<file path="config.mk">
export PLATFORM = sky130hd
export DESIGN_NAME = xic_ctrl
export DESIGN_NICKNAME = d
export VERILOG_FILES = /design/src/rtl/xic_pkg.sv /design/src/rtl/xic_ctrl.sv
export SDC_FILE = /design/constraint.sdc
export NUM_CORES = 1
export LEC_CHECK = 0
export BUFFER_PORTS_ARGS = -buffer_cell sky130_fd_sc_hd__buf_2
export CORE_AREA = 5 5 70 104
export CTS_BUF_LIST = sky130_fd_sc_hd__clkbuf_8 sky130_fd_sc_hd__clkbuf_16
export DETAILED_ROUTE_END_ITERATION = 12
export DIE_AREA = 0 0 75 109
export PLACE_DENSITY = 0.75
export REMOVE_ABC_BUFFERS = 1
export SLEW_MARGIN = 25
export SYNTH_ARGS = -nofsm -noshare
export SYNTH_HDL_FRONTEND = slang
export SYNTH_SLANG_ARGS = --single-unit
</file>
<file path="constraint.sdc">
create_clock -name clk -period 2.7 [get_ports clk]
set_clock_uncertainty 0.1 [all_clocks]
set_input_delay 0.405 -clock clk [delete_from_list [all_inputs] [get_ports clk]]
set_output_delay 0.405 -clock clk [all_outputs]
set_load 0.01 [all_outputs]
</file>
<file path="src/rtl/xic_pkg.sv">
package xic_pkg;

    // ------------------------------------------------------------------
    // Register map
    // ------------------------------------------------------------------
    localparam logic [7:0] XIC_ADDR_EXT_FLAGS  = 8'h91;
    localparam logic [7:0] XIC_ADDR_BASIC_PRIO = 8'hB8;
    localparam logic [7:0] XIC_ADDR_EXT_EN     = 8'hE8;
    localparam logic [7:0] XIC_ADDR_EXT_PRIO   = 8'hF8;
    localparam logic [7:0] XIC_ADDR_CTRL       = 8'hC0;
    localparam logic [7:0] XIC_ADDR_EVT_STAT   = 8'hC1;
    localparam logic [7:0] XIC_ADDR_EVT_MASK   = 8'hC2;
    localparam logic [7:0] XIC_ADDR_DISPATCH   = 8'hC3;

    // ------------------------------------------------------------------
    // Reset values
    // ------------------------------------------------------------------
    localparam logic [7:0] XIC_RST_EXT_FLAGS   = 8'h00;
    localparam logic [7:0] XIC_RST_BASIC_PRIO  = 8'h00;
    localparam logic [7:0] XIC_RST_EXT_EN      = 8'h00;
    localparam logic [7:0] XIC_RST_EXT_PRIO    = 8'h00;
    localparam logic [7:0] XIC_RST_CTRL        = 8'h00;
    localparam logic [7:0] XIC_RST_EVT_STAT    = 8'h00;
    localparam logic [7:0] XIC_RST_EVT_MASK    = 8'h00;

    // ------------------------------------------------------------------
    // Field positions (extended enable / priority / flag share order)
    // ------------------------------------------------------------------
    localparam int XIC_BIT_SLOW_TIMER   = 7;
    localparam int XIC_BIT_SERIAL_SLAVE = 6;
    localparam int XIC_BIT_PWM_CAPTURE  = 5;
    localparam int XIC_BIT_WATCHDOG     = 4;
    localparam int XIC_BIT_RESERVED_SRC = 3;
    localparam int XIC_BIT_TOUCH        = 2;
    localparam int XIC_BIT_LOW_VOLTAGE  = 1;
    localparam int XIC_BIT_TWO_WIRE_MST = 0;
    localparam int XIC_BIT_BASIC_UNUSED = 7;
    localparam int XIC_BIT_CTRL_MASTER  = 0;

    // Basic priority register fields
    localparam int XIC_BIT_UART_TWO     = 6;
    localparam int XIC_BIT_TIMER_TWO    = 5;
    localparam int XIC_BIT_UART_ZERO    = 4;
    localparam int XIC_BIT_TIMER_ONE    = 3;
    localparam int XIC_BIT_PIN_ONE      = 2;
    localparam int XIC_BIT_TIMER_ZERO   = 1;
    localparam int XIC_BIT_PIN_ZERO     = 0;

    // Dispatch register fields
    localparam int XIC_BIT_DSP_VALID    = 7;
    localparam int XIC_BIT_DSP_HIGH     = 6;

    // Source counts and natural order
    localparam int XIC_NUM_BASIC        = 7;
    localparam int XIC_NUM_EXT          = 8;
    localparam int XIC_NUM_SRC          = 15;
    localparam int XIC_EXT_BASE_INDEX   = 7;

    // ------------------------------------------------------------------
    // Carriers
    // ------------------------------------------------------------------
    typedef struct packed {
        logic [7:0] addr;
        logic [7:0] wdata;
        logic       wr;
        logic       rd;
    } xic_bus_req_t;

    typedef struct packed {
        logic       valid;
        logic       high;
        logic [3:0] index;
    } xic_dispatch_t;

endpackage

</file>
<file path="src/rtl/xic_ctrl.sv">
// The implementer's own choice: the address-and-strobe port.
`timescale 1ns/1ps
module xic_ctrl
(
    input  wire logic                   clk,
    input  wire logic                   rst_b,
    input  wire xic_pkg::xic_bus_req_t  bus_req,
    output logic [7:0]                  bus_rdata,
    input  wire logic [6:0]             basic_src_req,
    input  wire logic [7:0]             group_req,
    input  wire logic                   two_wire_master_event,
    output xic_pkg::xic_dispatch_t      dispatch,
    output logic                        irq
);
    import xic_pkg::*;

    // ------------------------------------------------------------------
    // Reset release
    // ------------------------------------------------------------------
    logic       rst_meta_r;
    logic       rst_sync_r;
    logic       rst_b_int;

    always_ff @(posedge clk or negedge rst_b) begin
        if (!rst_b) begin
            rst_meta_r <= 1'b0;
            rst_sync_r <= 1'b0;
        end else begin
            rst_meta_r <= 1'b1;
            rst_sync_r <= rst_meta_r;
        end
    end

    assign rst_b_int = rst_sync_r;

    // ------------------------------------------------------------------
    // Declarations
    // ------------------------------------------------------------------
    logic [7:0]            ext_en_r;
    logic [7:0]            ext_prio_r;
    logic [7:0]            basic_prio_r;
    logic [7:0]            ctrl_r;
    logic [7:0]            evt_stat_r;
    logic [7:0]            evt_mask_r;
    logic                  two_wire_master_flag_r;
    logic [7:0]            ext_line_prev_r;
    logic [7:0]            rdata_r;
    xic_dispatch_t         dispatch_r;

    logic                  wr_ext_en;
    logic                  wr_ext_prio;
    logic                  wr_basic_prio;
    logic                  wr_ext_flags;
    logic                  wr_ctrl;
    logic                  wr_evt_stat;
    logic                  wr_evt_mask;

    logic [7:0]            ext_line;
    logic [7:0]            ext_flags_view;
    logic [7:0]            ext_req;
    logic [XIC_NUM_SRC-1:0] src_req;
    logic [XIC_NUM_SRC-1:0] src_prio;
    logic [7:0]            evt_set;
    logic                  master_irq_enable;
    xic_dispatch_t         dispatch_nxt;
    logic [7:0]            rdata_nxt;

    // ------------------------------------------------------------------
    // Write decode
    // ------------------------------------------------------------------
    assign wr_ext_en     = bus_req.wr && (bus_req.addr == XIC_ADDR_EXT_EN);
    assign wr_ext_prio   = bus_req.wr && (bus_req.addr == XIC_ADDR_EXT_PRIO);
    assign wr_basic_prio = bus_req.wr &&
                           (bus_req.addr == XIC_ADDR_BASIC_PRIO);
    assign wr_ext_flags  = bus_req.wr &&
                           (bus_req.addr == XIC_ADDR_EXT_FLAGS);
    assign wr_ctrl       = bus_req.wr && (bus_req.addr == XIC_ADDR_CTRL);
    assign wr_evt_stat   = bus_req.wr && (bus_req.addr == XIC_ADDR_EVT_STAT);
    assign wr_evt_mask   = bus_req.wr && (bus_req.addr == XIC_ADDR_EVT_MASK);

    // ------------------------------------------------------------------
    // Enable register
    // ------------------------------------------------------------------
    always_ff @(posedge clk or negedge rst_b_int) begin
        if (!rst_b_int) begin
            ext_en_r <= XIC_RST_EXT_EN;
        end else if (wr_ext_en) begin
            ext_en_r <= bus_req.wdata;
        end
    end

    // ------------------------------------------------------------------
    // Priority registers
    // ------------------------------------------------------------------
    always_ff @(posedge clk or negedge rst_b_int) begin
        if (!rst_b_int) begin
            ext_prio_r <= XIC_RST_EXT_PRIO;
        end else if (wr_ext_prio) begin
            ext_prio_r <= bus_req.wdata;
        end
    end

    always_ff @(posedge clk or negedge rst_b_int) begin
        if (!rst_b_int) begin
            basic_prio_r <= XIC_RST_BASIC_PRIO;
        end else if (wr_basic_prio) begin
            // Unused top bit stays zero
            basic_prio_r <= {1'b0, bus_req.wdata[6:0]};
        end
    end

    // ------------------------------------------------------------------
    // Control register: master interrupt enable
    // ------------------------------------------------------------------
    always_ff @(posedge clk or negedge rst_b_int) begin
        if (!rst_b_int) begin
            ctrl_r <= XIC_RST_CTRL;
        end else if (wr_ctrl) begin
            ctrl_r <= {7'h00, bus_req.wdata[XIC_BIT_CTRL_MASTER]};
        end
    end

    assign master_irq_enable = ctrl_r[XIC_BIT_CTRL_MASTER];

    // ------------------------------------------------------------------
    // Two-wire master flag
    // ------------------------------------------------------------------
    // Only a written zero clears; a new event in the same cycle wins.
    always_ff @(posedge clk or negedge rst_b_int) begin
        if (!rst_b_int) begin
            two_wire_master_flag_r <= XIC_RST_EXT_FLAGS[0];
        end else if (two_wire_master_event) begin
            two_wire_master_flag_r <= 1'b1;
        end else if (wr_ext_flags &&
                     !bus_req.wdata[XIC_BIT_TWO_WIRE_MST]) begin
            two_wire_master_flag_r <= 1'b0;
        end
    end

    // ------------------------------------------------------------------
    // Flag view and requests
    // ------------------------------------------------------------------
    // Mirrored bits are wires from the peripherals; writes do not reach
    // them and the watchdog position reads as zero.
    always_comb begin
        ext_line                       = group_req;
        ext_line[XIC_BIT_TWO_WIRE_MST] = two_wire_master_flag_r;
    end

    // ------------------------------------------------------------------
    // Named flag bits
    // ------------------------------------------------------------------
    logic                  slow_timer_group_flag;
    logic                  serial_slave_group_flag;
    logic                  pwm_capture_group_flag;
    logic                  reserved_source_flag;
    logic                  touch_group_flag;
    logic                  low_voltage_flag;
    logic                  two_wire_master_flag;

    assign slow_timer_group_flag   = ext_line[XIC_BIT_SLOW_TIMER];
    assign serial_slave_group_flag = ext_line[XIC_BIT_SERIAL_SLAVE];
    assign pwm_capture_group_flag  = ext_line[XIC_BIT_PWM_CAPTURE];
    assign reserved_source_flag    = ext_line[XIC_BIT_RESERVED_SRC];
    assign touch_group_flag        = ext_line[XIC_BIT_TOUCH];
    assign low_voltage_flag        = ext_line[XIC_BIT_LOW_VOLTAGE];
    assign two_wire_master_flag    = two_wire_master_flag_r;

    // Watchdog position reads zero: its flag lives in the watchdog
    assign ext_flags_view = {slow_timer_group_flag, serial_slave_group_flag,
                             pwm_capture_group_flag, 1'b0,
                             reserved_source_flag, touch_group_flag,
                             low_voltage_flag,
                             two_wire_master_flag};

    // ------------------------------------------------------------------
    // Named enable bits
    // ------------------------------------------------------------------
    logic                  slow_timer_group_en;
    logic                  serial_slave_group_en;
    logic                  pwm_capture_group_en;
    logic                  watchdog_irq_en;
    logic                  reserved_source_en;
    logic                  touch_group_en;
    logic                  low_voltage_en;
    logic                  two_wire_master_en;
    logic [7:0]            ext_gate;

    assign slow_timer_group_en   = ext_en_r[XIC_BIT_SLOW_TIMER];
    assign serial_slave_group_en = ext_en_r[XIC_BIT_SERIAL_SLAVE];
    assign pwm_capture_group_en  = ext_en_r[XIC_BIT_PWM_CAPTURE];
    assign watchdog_irq_en       = ext_en_r[XIC_BIT_WATCHDOG];
    assign reserved_source_en    = ext_en_r[XIC_BIT_RESERVED_SRC];
    assign touch_group_en        = ext_en_r[XIC_BIT_TOUCH];
    assign low_voltage_en        = ext_en_r[XIC_BIT_LOW_VOLTAGE];
    assign two_wire_master_en    = ext_en_r[XIC_BIT_TWO_WIRE_MST];
    assign ext_gate = {slow_timer_group_en, serial_slave_group_en,
                       pwm_capture_group_en, watchdog_irq_en,
                       reserved_source_en, touch_group_en,
                       low_voltage_en, two_wire_master_en};

    // Per-source gating by enable bit
    genvar gi;
    generate
        for (gi = 0; gi < XIC_NUM_EXT; gi++) begin : g_ext
            // Bits 7..0: timers/buzzer, serial slave, pwm/capture,
            // watchdog, reserved, touch, low voltage, two-wire master
            assign ext_req[gi] = ext_line[gi] && ext_gate[gi];
        end
    endgenerate

    // ------------------------------------------------------------------
    // Named priority bits
    // ------------------------------------------------------------------
    logic                  slow_timer_group_prio;
    logic                  serial_slave_group_prio;
    logic                  pwm_capture_group_prio;
    logic                  watchdog_irq_prio;
    logic                  reserved_source_prio;
    logic                  touch_group_prio;
    logic                  low_voltage_prio;
    logic                  two_wire_master_prio;
    logic                  uart_two_prio;
    logic                  timer_two_prio;
    logic                  uart_zero_prio;
    logic                  timer_one_prio;
    logic                  pin_group_one_prio;
    logic                  timer_zero_prio;
    logic                  pin_group_zero_prio;

    assign slow_timer_group_prio   = ext_prio_r[XIC_BIT_SLOW_TIMER];
    assign serial_slave_group_prio = ext_prio_r[XIC_BIT_SERIAL_SLAVE];
    assign pwm_capture_group_prio  = ext_prio_r[XIC_BIT_PWM_CAPTURE];
    assign watchdog_irq_prio       = ext_prio_r[XIC_BIT_WATCHDOG];
    assign reserved_source_prio    = ext_prio_r[XIC_BIT_RESERVED_SRC];
    assign touch_group_prio        = ext_prio_r[XIC_BIT_TOUCH];
    assign low_voltage_prio        = ext_prio_r[XIC_BIT_LOW_VOLTAGE];
    assign two_wire_master_prio    = ext_prio_r[XIC_BIT_TWO_WIRE_MST];
    assign uart_two_prio           = basic_prio_r[XIC_BIT_UART_TWO];
    assign timer_two_prio          = basic_prio_r[XIC_BIT_TIMER_TWO];
    assign uart_zero_prio          = basic_prio_r[XIC_BIT_UART_ZERO];
    assign timer_one_prio          = basic_prio_r[XIC_BIT_TIMER_ONE];
    assign pin_group_one_prio      = basic_prio_r[XIC_BIT_PIN_ONE];
    assign timer_zero_prio         = basic_prio_r[XIC_BIT_TIMER_ZERO];
    assign pin_group_zero_prio     = basic_prio_r[XIC_BIT_PIN_ZERO];

    // Natural order: basic sources 0..6, then extended bits 0..7
    assign src_req  = {ext_req, basic_src_req};
    assign src_prio = {slow_timer_group_prio, serial_slave_group_prio,
                       pwm_capture_group_prio, watchdog_irq_prio,
                       reserved_source_prio, touch_group_prio,
                       low_voltage_prio, two_wire_master_prio,
                       uart_two_prio, timer_two_prio, uart_zero_prio,
                       timer_one_prio, pin_group_one_prio,
                       timer_zero_prio, pin_group_zero_prio};

    // ------------------------------------------------------------------
    // Dispatcher
    // ------------------------------------------------------------------
    always_comb begin
        dispatch_nxt = '0;
        if (master_irq_enable) begin
            for (int i = XIC_NUM_SRC - 1; i >= 0; i--) begin
                if (src_req[i] && !src_prio[i]) begin
                    dispatch_nxt.valid = 1'b1;
                    dispatch_nxt.high  = 1'b0;
                    dispatch_nxt.index = 4'(i);
                end
            end
            // High level overrides whatever low source was picked
            for (int i = XIC_NUM_SRC - 1; i >= 0; i--) begin
                if (src_req[i] && src_prio[i]) begin
                    dispatch_nxt.valid = 1'b1;
                    dispatch_nxt.high  = 1'b1;
                    dispatch_nxt.index = 4'(i);
                end
            end
        end
    end

    always_ff @(posedge clk or negedge rst_b_int) begin
        if (!rst_b_int) begin
            dispatch_r <= '0;
        end else begin
            dispatch_r <= dispatch_nxt;
        end
    end

    assign dispatch = dispatch_r;

    // ------------------------------------------------------------------
    // Event status, mask and interrupt line
    // ------------------------------------------------------------------
    always_ff @(posedge clk or negedge rst_b_int) begin
        if (!rst_b_int) begin
            ext_line_prev_r <= 8'h00;
        end else begin
            ext_line_prev_r <= ext_line;
        end
    end

    assign evt_set = ext_line & ~ext_line_prev_r;

    // Write one to clear; a new rising edge in the same cycle wins
    always_ff @(posedge clk or negedge rst_b_int) begin
        if (!rst_b_int) begin
            evt_stat_r <= XIC_RST_EVT_STAT;
        end else if (wr_evt_stat) begin
            evt_stat_r <= (evt_stat_r & ~bus_req.wdata) | evt_set;
        end else begin
            evt_stat_r <= evt_stat_r | evt_set;
        end
    end

    always_ff @(posedge clk or negedge rst_b_int) begin
        if (!rst_b_int) begin
            evt_mask_r <= XIC_RST_EVT_MASK;
        end else if (wr_evt_mask) begin
            evt_mask_r <= bus_req.wdata;
        end
    end

    assign irq = |(evt_stat_r & evt_mask_r);

    // ------------------------------------------------------------------
    // Read path
    // ------------------------------------------------------------------
    always_comb begin
        rdata_nxt = 8'h00;
        if (bus_req.rd) begin
            case (bus_req.addr)
                XIC_ADDR_EXT_EN:     rdata_nxt = ext_en_r;
                XIC_ADDR_EXT_PRIO:   rdata_nxt = ext_prio_r;
                XIC_ADDR_BASIC_PRIO: rdata_nxt = basic_prio_r;
                XIC_ADDR_EXT_FLAGS:  rdata_nxt = ext_flags_view;
                XIC_ADDR_CTRL:       rdata_nxt = ctrl_r;
                XIC_ADDR_EVT_STAT:   rdata_nxt = evt_stat_r;
                XIC_ADDR_EVT_MASK:   rdata_nxt = evt_mask_r;
                XIC_ADDR_DISPATCH: begin
                    rdata_nxt[XIC_BIT_DSP_VALID] = dispatch_r.valid;
                    rdata_nxt[XIC_BIT_DSP_HIGH]  = dispatch_r.high;
                    rdata_nxt[3:0]               = dispatch_r.index;
                end
                default:             rdata_nxt = 8'h00;
            endcase
        end
    end

    // Data stands only in the cycle after the read strobe
    always_ff @(posedge clk or negedge rst_b_int) begin
        if (!rst_b_int) begin
            rdata_r <= 8'h00;
        end else begin
            rdata_r <= rdata_nxt;
        end
    end

    assign bus_rdata = rdata_r;

endmodule // xic_ctrl

</file>
# == Word-level counts from Yosys, hierarchy flattened ==
# Cells that the tools add are included.
# totals
out_inout_bits,15
ff_bits,65
in_bits,36
# op_classes
n_reduce_logical,64
n_eq_ne,8
n_mux,38
bitwise_logic,7
# op_table
op,count
$mux W6,31
$eq A8 B8 Y1 const B,8
$logic_and A1 B1 Y1,46
$pmux W4 S8,1
$and A8 B8 Y8,3
$logic_not A1 Y1,16
$mux W8,2
$not A8 Y8,2
$or A8 B8 Y8,2
$pmux W2 S7,1
$pmux W2 S6,1
$reduce_or A8 Y1,1
$mux W1,2
$reduce_bool A2 Y1,1

# == Logic depth before layout (Yosys ltp) ==
# depth
word_depth,33
depth_mapped,8
ltp_nobuf,5

# == Least setup slack after synthesis ==
# Ideal clock, no wire load.
# synth_timing
kind,input-to-reg
start,input port bus_req[13] (netlist name)
end,register evt_mask_r[0]
arrival_time_ns,1.897
setup_ns,0.125
stages,7
slack_ns,0.578
t_required_ns,2.475
cell_sequence,or3_1 > buf_2 > or3_1 > buf_6 > nor2_8 > nand2_8 > mux2_4
# synth_between
elab_chain_cells,2
# synth_rtl
element,line,rtl
start: declaration,xic_ctrl.sv:7,"input wire xic_pkg::xic_bus_req_t bus_req,"
$eq A8 B8 Y1,xic_ctrl.sv:79,assign wr_evt_mask = bus_req.wr && (bus_req.addr == XIC_ADDR_EVT_MASK);
$logic_and A1 B1 Y1,xic_ctrl.sv:79,
end signal: assignment,xic_ctrl.sv:319,evt_mask_r <= bus_req.wdata;
end: declaration,xic_ctrl.sv:44,logic [7:0] evt_mask_r;
# Every way passes these cells.
# A chain may end at the register's enable or synchronous reset.

# == Worst setup path after layout ==
# Ends and elaborated chain as after synthesis.

==> results.txt <==
The detail-routed via count per cell is 6.29. Across the run, the number of max-cap violations was 0. The critical path is of the in2reg type. Area growth from synthesis to layout: 17.0%. The leakage power summed over all cells is 1.95 nW, and the site row count is 36. The last weighted congestion value of the routability-driven placer is 0.975. In this run, the number of DRC markers left after iteration 0 of detailed routing was 238. Averaged over all synthesized cells, the footprint is 10.9 sq um. The die boundary height is 109 microns. In the post-route analysis, the smallest setup slack over all paths is 643 ps. Summed over all nets, the switching power comes to 524 uW. The sum of met3 wire segment lengths after detailed routing is 537 microns. At the worst endpoint, the required time is 2840 ps.

In this run, CTS created clock tree buffers numbering 9. The run gives 2888 as the total number of vias. Of all flip-flops after synthesis, the portion carrying an async set or reset was 100%. STA classifies the critical path endpoint as a flip-flop. In this run the deepest clock path goes through 2 buffers. Post-route cell area: 4050 sq um. Setup violations remaining at the end of the flow were counted as 0. The category of the worst setup path launch point was a primary input. Setup repair after global routing left no endpoint under its margin.

Once layout is complete, the cells apart from fillers number 459. The total congestion overflow came out at 0. The top cell types in the final layout, fill and taps aside, are dfrtp_1 (64), buf_2 (49), nand2_1 (34), mux2_2 (28), nor2_1 (16). The via count of the first global-routing pass was 2840; the end-of-flow core utilization was 63.8%. The logs give 0 for the number of endpoints with negative hold slack in the final report and 2.16 mW for the total design power.

For this run, the leading register cell type out of synthesis is dfrtp_1. The highest metal layer with signal wires was met4. Counting every sink on the clock net gives 65. In the final layout, flip-flops and latches occupy 1630 sq um. TritonCTS built the clock tree. After synthesis the cells add up to 3470 sq um. In the final routed layout, each cell accounts on average for 20.6 microns. Before CTS, the worst setup slack after placement is 291 ps.

The later pin in the worst-skew pair is clocked with a latency of 360 ps. The tightest min-delay check is of the in2reg type. The share of post-route cells with drive strength above 1 works out to 30.3%. Sequential cells burn 48.6% of the power. In this run the tightest slew margin relative to its limit is 54.4%.

Gates resized during post-CTS repair numbered 0. At the pin with the least slew margin, the transition time is 683 ps. Data on the critical path arrives at its endpoint at 2200 ps. Global routing used 25.7% of the available tracks across all layers. For this run, design rule violations remaining after detail routing come to 0. The root buffer cell chosen for the clock tree is clkbuf_8. The HPWL after detailed placement is 7090 microns.

The power density over cell area is 533 nW/um^2, and the combinational share of power is 9.6%. The post-detailed-routing wire length is 9470 microns. Layout net count: 414. The count of different cell masters after synthesis is 61.

During synthesis, Yosys emitted a total of 0 warnings. Most common cell after layout, fill and taps aside: dfrtp_1. The tools report the placeable core region as 6350 sq um. Of the total power, the share spent switching nets is 24.3%. The first global-routing pass estimated 14800 microns of wire. The count of filler cells inserted in the layout is 512, and the initial antenna violation count is 0. In the final routing, the length of wire on met1 measures 3760 microns. Counting tap cells, the placed design contains a total of 442 instances. The post-CTS repair timing setup buffer count is 0, and the portion of the post-synthesis area used by sequential elements is 46.9%. The floorplan step defined a die boundary enclosing 8180 sq um. 0 antenna diodes ended up in the layout. In the final layout, the multi-input gates occupy 1740 sq um. Traced cell by cell, the critical path runs through buf_2 > or3_1 > or3_1 > nor2_8 > nand2_8 > mux2_4.

The biggest cell delay along the critical path is 570 ps. The clock transition at the registers of the reported paths came out at 70 ps. The length of the first detailed-routing pass in iterations was 5; the maximum fanout count along the critical path was 8. The worst path uses 76.2% of the clock period.

Number of antenna-violating nets in the routed design: 0. Counting every instance in the synthesized netlist gives 317. The tightest hold path in the finished design has a slack of 97.0 ps. Derived from the worst setup path, the maximum achievable clock frequency is 486 MHz. Entering global routing, the biggest net connects 34 pins.

The die boundary width was 75 microns; the register bit total from synthesis was 65. Final period demand of the worst path: 2060 ps. VDD sags by at most 0.353 mV. For the number of buffers added to fix hold violations after cts, the log shows 1. The share of power burned in the clock network was 41.8%.

Cell occurring most often along the worst timing path: or3_1. After detailed placement, the total cell area comes to 3830 sq um. The count of port buffers added during placement came out at 49.

The tools report the number of pins with negative max-slew slack in the final report as 0. In this run the number of H-tree levels came out at 3. Counting flops with a built-in enable in the synthesized netlist gives 0. The top-level port count came out at 51. On the critical path, the stage with the largest delay is an instance of or3_1. The internal power of the cells totals 1.64 mW.

The run finished with clean final reports. The initial utilization of the core area, before any placement, comes to 54.6%. The final-layout setup total negative slack came out at 0 ps. In the detailed route, the total length drawn on met2 is 4660 microns.
## cell type report
class	count	area share, %
well taps	76	2.35
multi-input cells	231	42.8
inverters	12	1.11
clock inverters	6	1.88
flip-flops and latches	65	40.2
repair buffers	59	8.27
clock buffers	10	3.40
## worst max-delay path, delay by kind of cell
kind,cells,cell delay [ps]
AND/OR/NAND/NOR,4,1360
multiplexers,1,320
buffers and inverters,1,110
## power by group through the flow
stage	registers (mW)	logic, mW	clock network, mW
floorplan	1.06	0.105	0
global placement	1.07	0.199	0
detailed placement	1.07	0.204	0
CTS	1.05	0.206	0.920
global route	1.05	0.227	0.960
finish	1.05	0.207	0.903
## Yosys cell counts (2+ instances only)
| master | n | area share [%] |
|---|---|---|
| a2111oi_0 | 2 | 0.51 |
| a211oi_1 | 2 | 0.43 |
| a21o_1 | 2 | 0.43 |
| a21oi_1 | 6 | 0.87 |
| a22o_1 | 7 | 1.8 |
| a22oi_1 | 11 | 2.4 |
| a31oi_1 | 2 | 0.36 |
| and2_1 | 4 | 0.72 |
| and3_1 | 6 | 1.1 |
| and3b_1 | 2 | 0.51 |
| buf_2 | 3 | 0.43 |
| buf_6 | 2 | 0.65 |
| clkbuf_1 | 2 | 0.22 |
| dfrtp_1 | 65 | 47 |
| inv_1 | 12 | 1.3 |
| mux2_2 | 28 | 9.1 |
| mux2_4 | 8 | 3.5 |
| mux2i_1 | 10 | 2.9 |
| nand2_1 | 34 | 3.7 |
| nand2b_1 | 6 | 1.1 |
| nand3_1 | 7 | 1.0 |
| nand3b_1 | 7 | 1.5 |
| nand4_1 | 3 | 0.54 |
| nor2_1 | 16 | 1.7 |
| nor2b_1 | 8 | 1.4 |
| nor3_1 | 3 | 0.43 |
| nor3b_1 | 3 | 0.65 |
| nor4b_1 | 3 | 0.76 |
| o211ai_1 | 2 | 0.43 |
| o21a_1 | 2 | 0.43 |
| o21ai_0 | 6 | 0.87 |
| o21bai_1 | 2 | 0.43 |
| o221ai_1 | 2 | 0.51 |
| o22ai_1 | 2 | 0.36 |
| o2bb2ai_1 | 6 | 1.5 |
| o31a_1 | 5 | 1.3 |
| or3_1 | 2 | 0.36 |
## state kept, by name (all words and copies together), names as in the netlist, 6 cells and up
signal / flops
ext_en_r: 8
bus_rdata: 8
basic_prio_r: 7
evt_mask_r: 8
evt_stat_r: 8
ext_line_prev_r: 8
dispatch: 6
ext_prio_r: 8
## logic make-up (layout without fill, tap and decap cells)
logic type      Yosys count  count (layout)  synth area share, %
mux                      46              46                 15.5
flops                    65              65                 46.9
buf+inv                  21              87                 2.96
compound gates           71              71                 15.7
simple gates            113             113                 18.8
other cells               1               1                0.108
## per-layer routing
layer,track usage [%],up-vias
met5,0,-
met4,19.2,0
met3,3.60,38
met2,40.6,140
met1,30.9,1411
li1,-,1299
## worst paths after layout
path / from / end / slack (ps) / cells past startpoint
min in group asynchronous: rst_b_int / evt_stat_r[4] / 210 / 0
max: bus_req[13] / evt_mask_r[0] / 640 / 6
min reg2reg: rst_b_int / evt_stat_r[4] / 210 / 0
max reg2reg: ext_prio_r[4] / dispatch[5] / 710 / 5
min: group_req[4] / ext_line_prev_r[4] / 100 / 1
max in group asynchronous: rst_b_int / ext_line_prev_r[0] / 1670 / 1
No activity file was read; power rests on OpenSTA's default activity.
